File: src/rtl/fss_consts.vh
`ifndef FSS_CONSTS_VH
`define FSS_CONSTS_VH
// ---------------------------------------------------------------
// timebase
// ---------------------------------------------------------------
`define FSS_CLK_HZ          25000000
`define FSS_TIMEOUT_MS      1000
`define FSS_TIMEOUT_CYC     ((`FSS_CLK_HZ / 1000) * `FSS_TIMEOUT_MS)
// ---------------------------------------------------------------
// state machine codes
// ---------------------------------------------------------------
`define FSS_ST_INIT         4'h1
`define FSS_ST_PREOP        4'h2
`define FSS_ST_SAFEOP       4'h4
`define FSS_ST_OP           4'h8
// ---------------------------------------------------------------
// sync channel types
// ---------------------------------------------------------------
`define FSS_SCT_MBX_OUT     3'h0
`define FSS_SCT_MBX_IN      3'h1
`define FSS_SCT_PD_OUT      3'h2
`define FSS_SCT_PD_IN       3'h3
// ---------------------------------------------------------------
// error codes: main group in bcd, sub in hex
// ---------------------------------------------------------------
`define FSS_MAIN_81         8'h81
`define FSS_MAIN_82         8'h82
`define FSS_SUB_IN_TMO      4'h8
`define FSS_SUB_OUT_TMO     4'h9
`define FSS_SUB_SYNC        4'ha
`define FSS_SUB_WDOG        4'hb
`define FSS_SUB_SCTYPE      4'hc
`define FSS_SUB_OUTCFG      4'hd
`define FSS_SUB_INCFG       4'he
`define FSS_SUB_WAIT_INIT   4'h1
`define FSS_SUB_WAIT_PREOP  4'h2
`endif

File: src/rtl/fss_refresh_timer.v
`timescale 1ns/100ps
`include "fss_consts.vh"
// counts cycles since the last refresh; restarts on every update
module fss_refresh_timer #(
	parameter LIMIT = `FSS_TIMEOUT_CYC,
	parameter W     = 25
) (
	input  wire ref_clk,
	input  wire reset_n,
	input  wire refresh,
	output reg  expired_q
);
	reg [W-1:0] cnt_q;

	// ---------------------------------------------------------------
	// counter
	// ---------------------------------------------------------------
	// saturates at the limit so a stale link keeps the flag steady
	always @(posedge ref_clk or negedge reset_n) begin
		if (!reset_n) begin
			cnt_q     <= {W{1'b0}};
			expired_q <= 1'b0;
		end else if (refresh) begin
			cnt_q     <= {W{1'b0}}; // RQ12
			expired_q <= 1'b0;
		end else if (cnt_q >= LIMIT[W-1:0]) begin
			expired_q <= 1'b1;      // RQ12
		end else begin
			cnt_q <= cnt_q + {{(W-1){1'b0}}, 1'b1};
		end
	end
endmodule // fss_refresh_timer

File: src/rtl/fss_supervisor.v
`timescale 1ns/100ps
`include "fss_consts.vh"
// Notes on behaviour
// RQ1: output data stale over 1 s raises error
// RQ2: timeout/sync errors: op drops, lower states kept
// RQ3: output data and clock event misordered raises error
// RQ4: op watchdog timeout falls back to safe_operational_state
// RQ5: preop rejects unknown sync channel type, init
// RQ6: preop invalid output channel config, init
// RQ7: preop invalid input channel config, init
// RQ8: flag waiting for master init request, hold
// RQ9: safe_operational_state/op flag waiting for preop request
// RQ10: input data stale over 1 s raises error
// RQ11: error shown as main group plus hex sub
// RQ12: refresh counter restarts, expires after 1 s
module fss_supervisor #(
	parameter TIMEOUT_CYC = `FSS_TIMEOUT_CYC,
	parameter WDOG_CYC    = 250000
) (
	input  wire       ref_clk,
	input  wire       reset_n,
	input  wire       req_valid,
	input  wire [3:0] req_state,
	input  wire       rx_pd_update,
	input  wire       tx_pd_update,
	input  wire       dc_event,
	input  wire       cfg_check,
	input  wire [2:0] cfg_type,
	input  wire       cfg_out_valid,
	input  wire       cfg_in_valid,
	input  wire       wait_init,
	input  wire       wait_preop,
	input  wire       err_ack,
	output reg  [3:0] state_q,
	output reg        err_active_q,
	output reg  [7:0] err_main_q,
	output reg  [3:0] err_sub_q,
	output reg        err_prefix_q
);
	localparam ST_INIT   = `FSS_ST_INIT;
	localparam ST_PREOP  = `FSS_ST_PREOP;
	localparam ST_SAFEOP = `FSS_ST_SAFEOP;
	localparam ST_OP     = `FSS_ST_OP;

	wire rx_stale;
	wire tx_stale;
	wire wdog_stale;
	reg  rx_stale_q;
	reg  tx_stale_q;
	reg  wdog_stale_q;
	reg  rx_seen_q;
	reg  dc_seen_q;
	reg  sync_err;
	reg  [3:0] state_d;
	reg  [3:0] sub_d;
	reg  [7:0] main_d;
	reg  raise;
	wire rx_rise;
	wire tx_rise;
	wire wdog_rise;
	wire wdog_hit;
	wire type_known;
	wire cfg_bad;
	wire tmo_masked;

	// ---------------------------------------------------------------
	// refresh timers
	// ---------------------------------------------------------------
	fss_refresh_timer #(.LIMIT(TIMEOUT_CYC), .W(25)) u_rx_tmr (
		.ref_clk   (ref_clk),
		.reset_n   (reset_n),
		.refresh   (rx_pd_update),
		.expired_q (rx_stale)
	); // RQ1
	fss_refresh_timer #(.LIMIT(TIMEOUT_CYC), .W(25)) u_tx_tmr (
		.ref_clk   (ref_clk),
		.reset_n   (reset_n),
		.refresh   (tx_pd_update),
		.expired_q (tx_stale)
	); // RQ10
	// watchdog only runs in op; held refreshed elsewhere
	fss_refresh_timer #(.LIMIT(WDOG_CYC), .W(25)) u_wd_tmr (
		.ref_clk   (ref_clk),
		.reset_n   (reset_n),
		.refresh   (rx_pd_update | (state_q != ST_OP)),
		.expired_q (wdog_stale)
	); // RQ4

	// ---------------------------------------------------------------
	// ordering check between output data and clock events
	// ---------------------------------------------------------------
	// each clock event after the first since reset must be preceded by exactly one data update;
	// two of either kind in a row means one side fell out of step
	always @(posedge ref_clk or negedge reset_n) begin
		if (!reset_n) begin
			rx_seen_q <= 1'b0;
			dc_seen_q <= 1'b0;
		end else if (dc_event) begin
			rx_seen_q <= 1'b0;
			dc_seen_q <= 1'b1;
		end else if (rx_pd_update) begin
			rx_seen_q <= 1'b1;
		end
	end

	always @* begin
		// a clock event after the first since reset with no fresh data, or data twice before an event
		sync_err = (dc_event & dc_seen_q & ~rx_seen_q & ~rx_pd_update) |
		           (rx_pd_update & rx_seen_q & ~dc_event); // RQ3
	end

	// ---------------------------------------------------------------
	// stale flag edges and the errors that outrank them
	// ---------------------------------------------------------------
	// a timeout edge that loses to a higher error in the same cycle is
	// held back one cycle rather than dropped, so its code still shows
	assign rx_rise    = rx_stale & ~rx_stale_q;
	assign tx_rise    = tx_stale & ~tx_stale_q;
	assign wdog_rise  = wdog_stale & ~wdog_stale_q;
	assign wdog_hit   = wdog_rise & (state_q == ST_OP);
	// only the four channel kinds are known; every other code is refused
	assign type_known = (cfg_type == `FSS_SCT_MBX_OUT) | (cfg_type == `FSS_SCT_MBX_IN) |
	                    (cfg_type == `FSS_SCT_PD_OUT) | (cfg_type == `FSS_SCT_PD_IN); // RQ5
	assign cfg_bad    = cfg_check & (state_q == ST_PREOP) &
	                    (~type_known | ((cfg_type == `FSS_SCT_PD_OUT) & ~cfg_out_valid) |
	                     ((cfg_type == `FSS_SCT_PD_IN) & ~cfg_in_valid));
	assign tmo_masked = sync_err | wdog_hit | cfg_bad;

	// ---------------------------------------------------------------
	// edge capture of the timeouts so each raises once
	// ---------------------------------------------------------------
	always @(posedge ref_clk or negedge reset_n) begin
		if (!reset_n) begin
			rx_stale_q   <= 1'b0;
			tx_stale_q   <= 1'b0;
			wdog_stale_q <= 1'b0;
		end else begin
			rx_stale_q   <= rx_stale & ~(rx_rise & tmo_masked);
			tx_stale_q   <= tx_stale & ~(tx_rise & (tmo_masked | rx_rise));
			wdog_stale_q <= wdog_stale;
		end
	end

	// ---------------------------------------------------------------
	// error selection and fallback, highest priority last
	// ---------------------------------------------------------------
	always @* begin
		state_d = state_q;
		raise   = 1'b0;
		main_d  = `FSS_MAIN_81;
		sub_d   = 4'h0;
		if (req_valid && (req_state == ST_INIT || req_state == ST_PREOP ||
		    req_state == ST_SAFEOP || req_state == ST_OP))
			state_d = req_state;
		if (wait_preop && (state_q == ST_SAFEOP || state_q == ST_OP)) begin
			raise   = 1'b1;                     // RQ9
			main_d  = `FSS_MAIN_82;
			sub_d   = `FSS_SUB_WAIT_PREOP;
			state_d = state_q;
		end
		if (wait_init) begin
			raise   = 1'b1;                     // RQ8
			main_d  = `FSS_MAIN_82;
			sub_d   = `FSS_SUB_WAIT_INIT;
			state_d = state_q;
		end
		if (sync_err || tx_rise || rx_rise) begin
			raise  = 1'b1;
			main_d = `FSS_MAIN_81;
			if (sync_err)
				sub_d = `FSS_SUB_SYNC;          // RQ3
			else if (rx_rise)
				sub_d = `FSS_SUB_OUT_TMO;       // RQ1
			else
				sub_d = `FSS_SUB_IN_TMO;        // RQ10
			state_d = (state_q == ST_OP) ? ST_SAFEOP : state_q; // RQ2
		end
		if (wdog_hit) begin
			raise   = 1'b1;
			main_d  = `FSS_MAIN_81;
			sub_d   = `FSS_SUB_WDOG;
			state_d = ST_SAFEOP;                // RQ4
		end
		// a legal configuration leaves any lower-priority code untouched
		if (cfg_check && state_q == ST_PREOP) begin
			if (!type_known) begin
				raise   = 1'b1;
				main_d  = `FSS_MAIN_81;
				sub_d   = `FSS_SUB_SCTYPE;      // RQ5
				state_d = ST_INIT;
			end else if (cfg_type == `FSS_SCT_PD_OUT && !cfg_out_valid) begin
				raise   = 1'b1;
				main_d  = `FSS_MAIN_81;
				sub_d   = `FSS_SUB_OUTCFG;      // RQ6
				state_d = ST_INIT;
			end else if (cfg_type == `FSS_SCT_PD_IN && !cfg_in_valid) begin
				raise   = 1'b1;
				main_d  = `FSS_MAIN_81;
				sub_d   = `FSS_SUB_INCFG;       // RQ7
				state_d = ST_INIT;
			end
		end
	end

	// ---------------------------------------------------------------
	// state and error registers
	// ---------------------------------------------------------------
	// a new error wins over an acknowledge in the same cycle
	always @(posedge ref_clk or negedge reset_n) begin
		if (!reset_n) begin
			state_q      <= ST_INIT;
			err_active_q <= 1'b0;
			err_main_q   <= 8'h00;
			err_sub_q    <= 4'h0;
			err_prefix_q <= 1'b0;
		end else begin
			state_q <= state_d;
			if (raise) begin
				err_active_q <= 1'b1;
				err_main_q   <= main_d;         // RQ11
				err_sub_q    <= sub_d;
				err_prefix_q <= 1'b1;
			end else if (err_ack) begin
				err_active_q <= 1'b0;
				err_prefix_q <= 1'b0;
			end
		end
	end
endmodule // fss_supervisor

File: config.mk
export PLATFORM = sky130hd
export DESIGN_NAME = fss_supervisor
export DESIGN_NICKNAME = d
export VERILOG_FILES = /design/src/rtl/fss_refresh_timer.v /design/src/rtl/fss_supervisor.v
export VERILOG_INCLUDE_DIRS = /design/src /design/src/rtl
export SDC_FILE = /design/constraint.sdc
export NUM_CORES = 1
export LEC_CHECK = 0
export ABC_CLOCK_PERIOD_IN_PS = 3100
export BUFFER_PORTS_ARGS = -buffer_cell sky130_fd_sc_hd__buf_2
export CORE_MARGIN = 2
export CORE_UTILIZATION = 60
export CTS_CLUSTER_SIZE = 16
export DETAILED_ROUTE_END_ITERATION = 7
export PLACE_DENSITY_LB_ADDON = 0.2
export SLEW_MARGIN = 30
export SYNTH_ARGS = -nofsm -noshare
export SYNTH_HDL_FRONTEND = slang
export SYNTH_SLANG_ARGS = --single-unit
File: constraint.sdc
create_clock -name ref_clk -period 3.1 [get_ports ref_clk]
set_input_delay 0.62 -clock ref_clk [delete_from_list [all_inputs] [get_ports ref_clk]]
set_output_delay 0.62 -clock ref_clk [all_outputs]
set_load 0.02 [all_outputs]
==> results.py <==
metrics = {
    "pwr": {
        "intPower_mw": 1.75,
        "p_sw_uw": 787,
        "switching_share": 0.310,
        "seqPwrFrac": 0.540,
        "p_clk_frac": 0.324,
        "p_per_area_mw_per_mm2": 462,
        "total_leakage_power_nw": 2.37,
        "combPwrFrac": 0.137,
        "vdd_drop_max_mv": 0.271,
    },
    "min_path": {
        "hold_class": "in2async",
    },
    "logic_synthesis": {
        "synthCells": 553,
        "yosysTopAreaCell": "dfrtp_1",
        "synth_top_area_frac": 0.467,
        "yosys_warnings": 0,
        "synthTopCellsByArea": "dfrtp_1 47%, nor2_1 4.6%, a21oi_1 4.5%, nand2_1 3.5%, o21ai_0 3.4%",
        "synth_seq_cells": 95,
        "synth-seq-area-share": 0.472,
        "synthArstFlopShare": 1.00,
        "ys.flop_type": "dfrtp_1",
        "syn_area_per_cell_sq_um": 9.11,
        "synth_area_sq_mm": 0.00504,
        "synth-edff-count": 0,
        "synthDistinctLibCells": 56,
    },
    "critical_path": {
        "critPathKind": "reg2reg",
        "worst-path-buf-inv": 0,
        "start_kind": "flop",
        "r2r-end": "u_tx_tmr.cnt_q[12]",
        "timing.critical_path.cells": "or3_1, o311a_1, o21a_2, or4_1, a21oi_1",
        "path_max_fanout": 28,
        "endpoint_kind": "flop",
        "r2r-start": "u_tx_tmr.cnt_q[10]",
        "cp.required_ns": 3.39,
        "crit_family": "simple AND/OR/NAND/NOR gates",
        "cp.arrival_ns": 2.58,
        "reg2reg_depth": 5,
        "r2r_setup_slack_ns": 0.80,
        "cp_slowest_cell": "or4_1",
        "cpPeakStageDelay_ns": 0.55,
    },
    "clocking": {
        "hold_buffers": 0,
        "clk_pin_slew_ns": 0.10,
        "cts_buffers": 9,
        "cts-root-buf": "clkbuf_8",
        "clock_sinks": 95,
        "postCtsSetupBuffers": 0,
        "clock_path_buffers": 2,
        "cts_tree": "yes",
        "cts.htree.levels": 3,
        "cts_resized": 0,
        "clk_latency_ns": 0.37,
    },
    "final_layout": {
        "antenna_cells": 0,
        "syn_to_final_growth_pct": 9.04,
        "layout_commonest_cell": "dfrtp_1",
        "layout-drive-gt1-share": 0.124,
        "final_cell_mix": "94 x dfrtp_1, 62 x nor2_1, 47 x nand2_1",
        "nets": 608,
        "finish.utilization": 0.672,
        "final_area_sq_mm": 0.00549,
    },
    "timing": {
        "rsz0062_at_grt": "no",
        "tightest_slew_ns": 0.766,
        "min_period_over_period": 0.741,
        "finalSetupViolations": 0,
        "whs_ns": 0.185,
        "min_period_ns": 2.30,
        "fin_tns_setup_ns": 0,
        "drv_slew": 0,
        "slew_headroom": 0.485,
        "final_hold_viol_count": 0,
        "fin_skew_ns": 0.0122,
        "fmax_ghz": 0.435,
        "fin_ws_ns": 0.803,
    },
    "global_route": {
        "grt_pass1_vias": 3921,
        "grt_util_all_layers": 0.237,
        "antenna_found_initial": 0,
        "gr-total-overflow": 0,
        "grt_start_max_net_pins": 64,
        "grt_pass1_wl_microns": 17200,
    },
    "job": {
        "maxCapViolCount": 0,
    },
    "floorplanning": {
        "std_cell_rows": 33,
        "start_util": 0.616,
        "ios": 37,
        "fp.dieW_microns": 95.6,
        "core_area_sq_mm": 0.00818,
        "dieArea_sq_mm": 0.00914,
        "die_h_microns": 95.6,
    },
    "drt": {
        "dr_total_vias": 4215,
        "drtAntennaViolNets": 0,
        "wirelength_microns": 10100,
        "drc": 0,
        "vias_per_cell": 6.08,
        "wl_per_cell_microns": 14.5,
        "first_pass_iters": 5,
        "drtIter0Drc": 206,
    },
    "place": {
        "portBuffers": 31,
        "gp_congestion": 0.853,
        "postPlaceCellArea_sq_mm": 0.00530,
        "place_ws_ns": 0.644,
        "dp.final_hpwl_microns": 6890,
    },
    "outcome": {
        "status": "finished clean",
    },
}
## power groups by stage
stage | logic [mW] | clock network (mW) | registers, mW
detailed placement | 0.348 | 0 | 1.39
CTS | 0.349 | 0.841 | 1.37
floorplan | 0.178 | 0 | 1.42
finish | 0.347 | 0.821 | 1.37
global route | 0.394 | 0.894 | 1.38
global placement | 0.338 | 0 | 1.39
## registers in the layout (all words and copies together), names as in the netlist
register,cells
wdog_stale_q,1
u_wd_tmr.expired_q,1
rx_stale_q,1
err_sub_q,4
u_tx_tmr.expired_q,1
state_q,4
err_main_q,3
rx_seen_q,1
u_wd_tmr.cnt_q,25
dc_seen_q,1
err_prefix_q,1
u_rx_tmr.expired_q,1
u_tx_tmr.cnt_q,25
tx_stale_q,1
u_rx_tmr.cnt_q,25
## cells in the mapped netlist, types with 2 or more instances
library cell,count
a211o_1,2
a211oi_1,3
a21o_1,5
a21oi_1,45
a22o_1,2
a311oi_1,2
a31o_2,6
a31oi_1,6
and2_1,5
and3_1,11
and4_1,7
buf_2,3
buf_4,6
clkbuf_1,13
dfrtp_1,94
ha_1,6
inv_1,24
mux2_2,5
mux2i_1,5
nand2_1,47
nand2b_1,2
nand3_1,28
nand4_1,17
nor2_1,62
nor2b_1,6
nor3_1,7
nor3b_1,2
nor4_1,10
nor4_2,2
nor4b_1,2
nor4bb_1,2
o21a_1,4
o21ai_0,34
o31ai_1,8
or3_1,27
or4_1,6
xnor2_1,14
xor2_1,5
## cell type report
type / instances / area [sq um]
Clock inverter: 6 / 58.8
Fill cell: 679 / 2680
Clock buffer: 10 / 138
Inverter: 24 / 90.1
Multi-Input combinational cell: 416 / 2480
Timing Repair Buffer: 37 / 215
Tap cell: 105 / 131
Sequential cell: 95 / 2380
## kinds of logic (layout without fill, tap and decap cells)
family,after synthesis,in the layout,synth area share
adder cells (fa/ha/maj),6,6,0.0149
flip-flops,95,95,0.472
other,1,5,0.000744
multiplexers,10,10,0.0211
buffers and inverters,46,77,0.0395
XOR/XNOR,19,19,0.0330
AO/OA/AOI/OAI,128,128,0.161
AND/OR/NAND/NOR,248,248,0.257
## worst max path at each step
stage / startpoint / end / slack [ns] / cells after the start
3_5_place_dp: rx_pd_update / state_q[2] / 0.64 / 6
5_1_grt: u_rx_tmr.cnt_q[2] / u_rx_tmr.cnt_q[20] / 0.61 / 5
3_3_place_gp: rx_pd_update / state_q[2] / 0.75 / 6
2_1_floorplan: rx_pd_update / u_wd_tmr.cnt_q[11] / 1.0 / 6
4_1_cts: u_tx_tmr.cnt_q[10] / u_tx_tmr.cnt_q[12] / 0.80 / 5
6_report: u_tx_tmr.cnt_q[10] / u_tx_tmr.cnt_q[12] / 0.80 / 5
## per-stage QoR
step	std cells	power, mW
after floorplan	557	1.60
after global placement	677	1.73
after detailed placement	677	1.74
after CTS	693	2.56
after global routing	693	2.67
final	693	2.54
## routing by layer
layer	GRT usage	share of wire	vias up
met4	0.0929	0.0096	0
met3	0.0308	0.046	9
li1	-	-	2059
met2	0.388	0.48	104
met1	0.320	0.46	2043
met5	0	0	-
Power figures use the tool's default switching activity.
